<file path="src/include/acr_pkg.sv">
/*
 * acr_pkg: constants and carrier types for the adc channel configuration
 * register pair. Assumes an 8-bit register address space on the control port.
 */
package acr_pkg;
   localparam int          ACR_SAMPLE_W       = 24;
   localparam int          ACR_DELAY_MAX      = 63;
   localparam logic [7:0]  ACR_OFS_CH1_PHASE  = 8'h54;
   localparam logic [7:0]  ACR_OFS_CH2_INPUT  = 8'h55;
   localparam logic [7:0]  ACR_RST_CH1_PHASE  = 8'h00;
   localparam logic [7:0]  ACR_RST_CH2_INPUT  = 8'h00;
   localparam logic [7:0]  ACR_RD_UNMAPPED    = 8'h00;
   localparam logic [1:0]  ACR_RSVD_VALUE     = 2'h0;
   // ch1 phase register field positions
   localparam int          ACR_PH_DELAY_LSB   = 2;
   localparam int          ACR_PH_PATH_LSB    = 0;
   // ch2 input register field positions
   localparam int          ACR_IN_SRC_LSB     = 6;
   localparam int          ACR_IN_RSVD_LSB    = 4;
   localparam int          ACR_IN_CMTOL_LSB   = 2;
   localparam int          ACR_IN_FS_BIT      = 1;
   localparam int          ACR_IN_BW_BIT      = 0;
   // path select codes
   localparam logic [1:0]  ACR_PATH_BOTH      = 2'h0;
   localparam logic [1:0]  ACR_PATH_ANALOG    = 2'h1;
   localparam logic [1:0]  ACR_PATH_DIGITAL   = 2'h2;

   typedef struct packed {
      logic [5:0] delay;
      logic [1:0] path;
   } acr_ch1_phase_t;

   typedef struct packed {
      logic [1:0] input_source;
      logic [1:0] common_mode_tolerance;
      logic       full_scale_select;
      logic       bandwidth_select;
   } acr_ch2_input_t;
endpackage

</file>
<file path="src/hw/acr_adc_channel_config_regs.sv">
/*
 * acr_adc_channel_config_regs: ch1 phase calibration register with its
 * digital sample delay line, and the ch2 input configuration register.
 * Assumes clk is the modulator clock and that the control-port decoder
 * presents byte register accesses on the same clock.
 */
// What this block does
// - Channel 1 samples are delayed by N modulator cycles, N being bits 7..2 from 0 to 63.
// - Path select bits 1..0 apply the delay to both paths at 0, analog at 1, digital at 2.
// - The ch1 phase register sits at 0x54 and resets to 0x00.
// - Ch2 bits 7..6 pick differential at 0, single-ended at 1; software avoids 2 and 3.
// - Ch2 bits 5..4 are read-only zero and software writes only zero there.
// - Ch2 bits 3..2 pick narrow AC, moderate AC/DC or rail-to-rail tolerance.
// - Ch2 bit 1 picks 10 Vrms full scale when clear and 5 Vrms when set.
// - Ch2 bit 0 picks 24 kHz when clear and 96 kHz when set, wide only at 40 kohm.
// - The ch2 input register sits at 0x55 and resets to 0x00.
`timescale 1ns/1ps
module acr_adc_channel_config_regs
   import acr_pkg::*;
(
   // clock and reset
   input  wire logic                    clk,
   input  wire logic                    rst,
   // register port
   input  wire logic [7:0]              reg_addr,
   input  wire logic                    reg_wr,
   input  wire logic [7:0]              reg_wdata,
   input  wire logic                    reg_rd,
   output logic      [7:0]              reg_rdata,
   // channel 1 datapath
   input  wire logic [ACR_SAMPLE_W-1:0] ch1_sample_in,
   output logic      [ACR_SAMPLE_W-1:0] ch1_sample_out,
   output logic      [5:0]              ch1_analog_delay,
   // channel 2 front-end controls
   output acr_ch2_input_t               ch2_cfg
);

   acr_ch1_phase_t            ch1_phase;
   logic [ACR_SAMPLE_W-1:0]   line [ACR_DELAY_MAX];
   logic [7:0]                next_rdata;
   logic [ACR_SAMPLE_W-1:0]   next_sample;

   // one address compare shared by both register decodes
   function automatic logic acr_hit(input logic [7:0] addr, input logic [7:0] ofs);
      return addr == ofs;
   endfunction

   wire       hit_phase = acr_hit(reg_addr, ACR_OFS_CH1_PHASE);
   wire       hit_input = acr_hit(reg_addr, ACR_OFS_CH2_INPUT);
   wire       dig_on    = ch1_phase.path != ACR_PATH_ANALOG;
   wire       ana_on    = ch1_phase.path == ACR_PATH_BOTH ||
                          ch1_phase.path == ACR_PATH_ANALOG;
   // reserved path code 3 behaves as digital-only: no analog delay is driven
   wire [7:0] ch2_view  = {ch2_cfg.input_source, ACR_RSVD_VALUE,
                           ch2_cfg.common_mode_tolerance,
                           ch2_cfg.full_scale_select, ch2_cfg.bandwidth_select};

   assign next_rdata  = hit_phase ? ch1_phase :
                        hit_input ? ch2_view  : ACR_RD_UNMAPPED;
   // line[k] holds the input from k+1 cycles back; a zero delay is a straight pass
   assign next_sample = (!dig_on || ch1_phase.delay == 6'h00) ? ch1_sample_in
                        : line[ch1_phase.delay - 6'h01];

   // reserved codes are stored as written, no error path exists
   always_ff @(posedge clk) begin
      if (rst) begin
         ch1_phase <= ACR_RST_CH1_PHASE;
      end else if (reg_wr && hit_phase) begin
         ch1_phase <= reg_wdata;
      end
   end

   always_ff @(posedge clk) begin
      if (rst) begin
         ch2_cfg <= ACR_RST_CH2_INPUT[7:2];
      end else if (reg_wr && hit_input) begin
         // reserved bits 5..4 are dropped; stored fields steer the front end
         ch2_cfg <= {reg_wdata[7:6], reg_wdata[3:0]};
      end
   end

   always_ff @(posedge clk) begin
      if (rst) begin
         reg_rdata <= 8'h00;
      end else if (reg_rd) begin
         reg_rdata <= next_rdata;
      end
   end

   // the line keeps shifting under any setting so a new delay takes effect at once
   always_ff @(posedge clk) begin
      line[0] <= ch1_sample_in;
      for (int k = 1; k < ACR_DELAY_MAX; k++) begin
         line[k] <= line[k-1];
      end
   end

   always_ff @(posedge clk) begin
      if (rst) begin
         ch1_sample_out   <= '0;
         ch1_analog_delay <= 6'h00;
      end else begin
         ch1_sample_out   <= next_sample;
         ch1_analog_delay <= ana_on ? ch1_phase.delay : 6'h00;
      end
   end
endmodule

</file>
<file path="config.mk">
export PLATFORM = sky130hd
export DESIGN_NAME = acr_adc_channel_config_regs
export DESIGN_NICKNAME = d
export VERILOG_FILES = /design/src/include/acr_pkg.sv /design/src/hw/acr_adc_channel_config_regs.sv
export SDC_FILE = /design/constraint.sdc
export NUM_CORES = 2
export LEC_CHECK = 0
export ABC_CLOCK_PERIOD_IN_PS = 4100
export BUFFER_PORTS_ARGS = -buffer_cell sky130_fd_sc_hd__clkbuf_2
export CAP_MARGIN = 20
export CORE_MARGIN = 4
export CORE_UTILIZATION = 60
export DETAILED_ROUTE_END_ITERATION = 16
export PLACE_DENSITY_LB_ADDON = 0.25
export RECOVER_POWER = 100
export SLEW_MARGIN = 20
export SYNTH_ARGS = -nofsm -noshare
export SYNTH_HDL_FRONTEND = slang
export SYNTH_SLANG_ARGS = --single-unit
</file>
<file path="constraint.sdc">
create_clock -name clk -period 4.1 [get_ports clk]
set_clock_uncertainty 0.15 [all_clocks]
set_input_delay 0.82 -clock clk [delete_from_list [all_inputs] [get_ports clk]]
set_output_delay 0.82 -clock clk [all_outputs]
set_load 0.05 [all_outputs]
</file>
==> out/metrics.csv <==
stage,metric,value,unit
layout,multi_input_area,12700,um2
timing,hold_ws,103,ps
drt,drt_iter0_drc,1556,
clock_tree,cts_buffer_depth,3,
synthesis,ys_ff_latch,1564,
global_route,grt_pass1_wl,139000,um
layout,num-fill-cells,4678,
setup_path,startpoint_type,register,
synthesis,async_flop_share,0,%
setup_path,cp.arrival,4120,ps
floorplanning,die_y,281,um
clock_tree,cts_tree,yes,
setup_path,cp-end-kind,register,
clock_tree,cts_resized,0,
clock_tree,cts.clk_slew.worst_paths,60,ps
placed_design,dpl_worst_slack,548,ps
drt,vias,23200,
timing,finalSetupViolations,0,
global_route,grt-ovfl-total,0,
floorplanning,fp-row-count,99,
outcome,outcome,"complete, but fails checks",
clock_tree,cts-root-buf,clkbuf_16,
worst_hold_path,hold_start,ch1_sample_in[20],
floorplanning,die_area,79100,um2
worst_hold_path,hold_end,line[0][20],
synthesis,synth_area_leaders,"dfxtp_1 (70%), mux4_2 (16%), mux2i_1 (3.1%)",
timing,rsz0062_at_grt,no,
placed_design,globalplace.congestion,0.786,
synthesis,yosysTopAreaCell,dfxtp_1,
synthesis,yosysWarnings,0,
layout,final_layout_size_suffix_gt1_share,20.6,%
clock_tree,cts.sinks,1564,
drt,viasPerCell,5.68,
clock_tree,postCtsHoldBufs,0,
layout,utilization,69.4,%
layout,final_nets,3065,
clock_tree,clock_latency,720,ps
timing,finalHoldViolCount,0,
global_route,grt.total_usage,22.4,%
clock_tree,cts_buffers,142,
drt,ant_nets,0,
synthesis,synth.most_common_cell,dfxtp_1,
clock_tree,htree_levels,4,
setup_path,worst-setup-path-type,reg -> reg,
synthesis,synth_nets,2942,
synthesis,synthCells,2896,
setup_path,rr_startpoint,ch1_phase[3],
synthesis,synth_edf_count,0,
pwr,ir_drop,0.543,mV
setup_path,cp_max_fo,25,
floorplanning,core_area,73500,um2
pwr,p_leak,19.3,nW
synthesis,seq_area_frac_synth,69.9,%
drt,totalWireLength,86200,um
setup_path,r2r_end,ch1_sample_out[21],
worst_hold_path,hp-class,in -> reg,
setup_path,rrSetupSlack,430,ps
synthesis,synth.avg_cell_area,15.5,um2
setup_path,cp_cell_sequence,"inv_1, ha_4, buf_12, buf_4, mux4_2, nor2b_1, o41ai_1, a21oi_1, a221o_1",
drt,drc,0,
floorplanning,initial_core_util,61.0,%
synthesis,netlist_area,44800,um2
worst_hold_path,holdPathStages,1,
setup_path,rr_worst_depth,9,
floorplanning,die_width,281,um
placed_design,portBuffers,87,
setup_path,critPathMaxStageDelay,800,ps
timing,tightest_slew,1510,ps
layout,diodes,0,
synthesis,ys.flop_type,dfxtp_1,
pwr,p_per_area,585,nW/um2
global_route,grt_max_degree,92,
synthesis,ys_types,49,
timing,setup_ws,428,ps
timing,post-route-period-util,89.6,%
run,drv_cap,1,
synthesis,netlist_top_cells_count,"dfxtp_1 (1564), mux4_2 (314), nand2_1 (259), mux2i_1 (141), a22oi_1 (76)",
layout,syn2layout_area_growth,13.8,%
global_route,grt_pass1_vias,25100,
timing,fmax,272,MHz
outcome,violations,"capacitance limit, slew limit",
global_route,antenna_found_initial,2,
drt,wl_per_cell,21.1,um
placed_design,dp_hpwl,51500,um
setup_path,slowest_stage,o41ai_1,
synthesis,yosysTopAreaCellShare,69.9,%
drt,first_pass_iters,5,
timing,period_minus_slack,3670,ps
timing,relSlewSlack,-0.493,%
timing,slew_viol_final,28,
timing,fin_tns_setup,0,ps
floorplanning,ios,88,
layout,seqCellArea,31300,um2
clock_tree,postCtsSetupBuffers,0,
setup_path,critPathRequiredTime,4550,ps
-- layer usage --
| layer | vias to the layer above | routed length [um] | track usage (%) |
|---|---|---|---|
| li1 | 10800 | - | - |
| met1 | 11800 | 38700 | 30.7 |
| met2 | 522 | 41200 | 36.3 |
| met3 | 165 | 4240 | 4.43 |
| met4 | 4 | 2070 | 7.32 |
| met5 | - | 21 | 0 |
-- placed cells by master, fill, tap and decap left out, types with 7 or more instances in the layout --
master        n
o41ai_1      13
a32oi_1      24
a311oi_1     23
a221o_1      24
a211oi_1      8
nand3_1      18
nor2_1       37
nand2_1     259
dfxtp_1    1563
clkinv_2     23
clkbuf_16   146
nor3_1        7
o41ai_2      11
bufinv_16    10
a21boi_0     24
clkbuf_2     19
a21oi_1      64
a221oi_1     24
nor2b_1      51
a22oi_1      76
buf_4        45
mux2i_1     141
clkbuf_8     29
mux4_2      314
clkbuf_1    100
buf_12       14
-- cells by family after synthesis --
| group | synth area share (%) |
|---|---|
| flip-flops | 69.9 |
| multiplexers | 19.0 |
| AND/OR/NAND/NOR | 3.77 |
| AO/OA/AOI/OAI | 5.35 |
| buffers and inverters | 1.89 |
| XOR/XNOR | 0.0950 |
| adder cells (fa/ha/maj) | 0.0558 |
-- where the power goes --
group          switching [W]  internal (W)  total [W]  leakage [nW]
clock                0.00547       0.00773     0.0132          2.35
sequential          0.000308        0.0159     0.0162          13.1
combinational       0.000221      0.000263   0.000484          3.88
-- registers in the layout (all words and copies together), names as in the netlist --
| signal | count |
|---|---|
| line | 1512 |
| ch1_phase | 8 |
| ch1_sample_out | 24 |
| ch1_analog_delay | 6 |
| ch2_cfg | 6 |
| reg_rdata | 8 |
-- stage by stage --
stage	total power [W]	cell area, um2	cells
after floorplan	0.0167	44800	2896
after global placement	0.0169	46300	3834
after detailed placement	0.0170	46300	3834
after CTS	0.0301	51100	4087
after global routing	0.0308	51000	4087
final	0.0298	51000	4087
-- worst max-delay path by stage --
stage / startpoint / end / slack, ps
floorplan: ch1_phase[2] / ch1_sample_out[10] / 610
global placement: ch1_phase[3] / ch1_sample_out[21] / 570
detailed placement: ch1_phase[3] / ch1_sample_out[21] / 550
CTS: ch1_phase[3] / ch1_sample_out[21] / 500
global route: ch1_phase[3] / ch1_sample_out[7] / 350
finish: ch1_phase[3] / ch1_sample_out[21] / 430
-- critical path: cells and delay by family (launching register included) --
kind	cells	cell delay, ps
flops	1	510
fa+ha+maj	1	480
simple gates	1	140
mux	1	310
buf+inv	3	610
compound gates	3	1350
-- final cells by class --
class                   count  share of cell area [%]
well taps                 959                    2.35
clock buffers             206                    8.17
multi-input cells        1159                    25.0
flip-flops and latches   1564                    61.4
clock inverters            47                    1.15
repair buffers            149                    1.94
inverters                   3                  0.0221
Note: power is estimated with default switching activity, not from simulation.
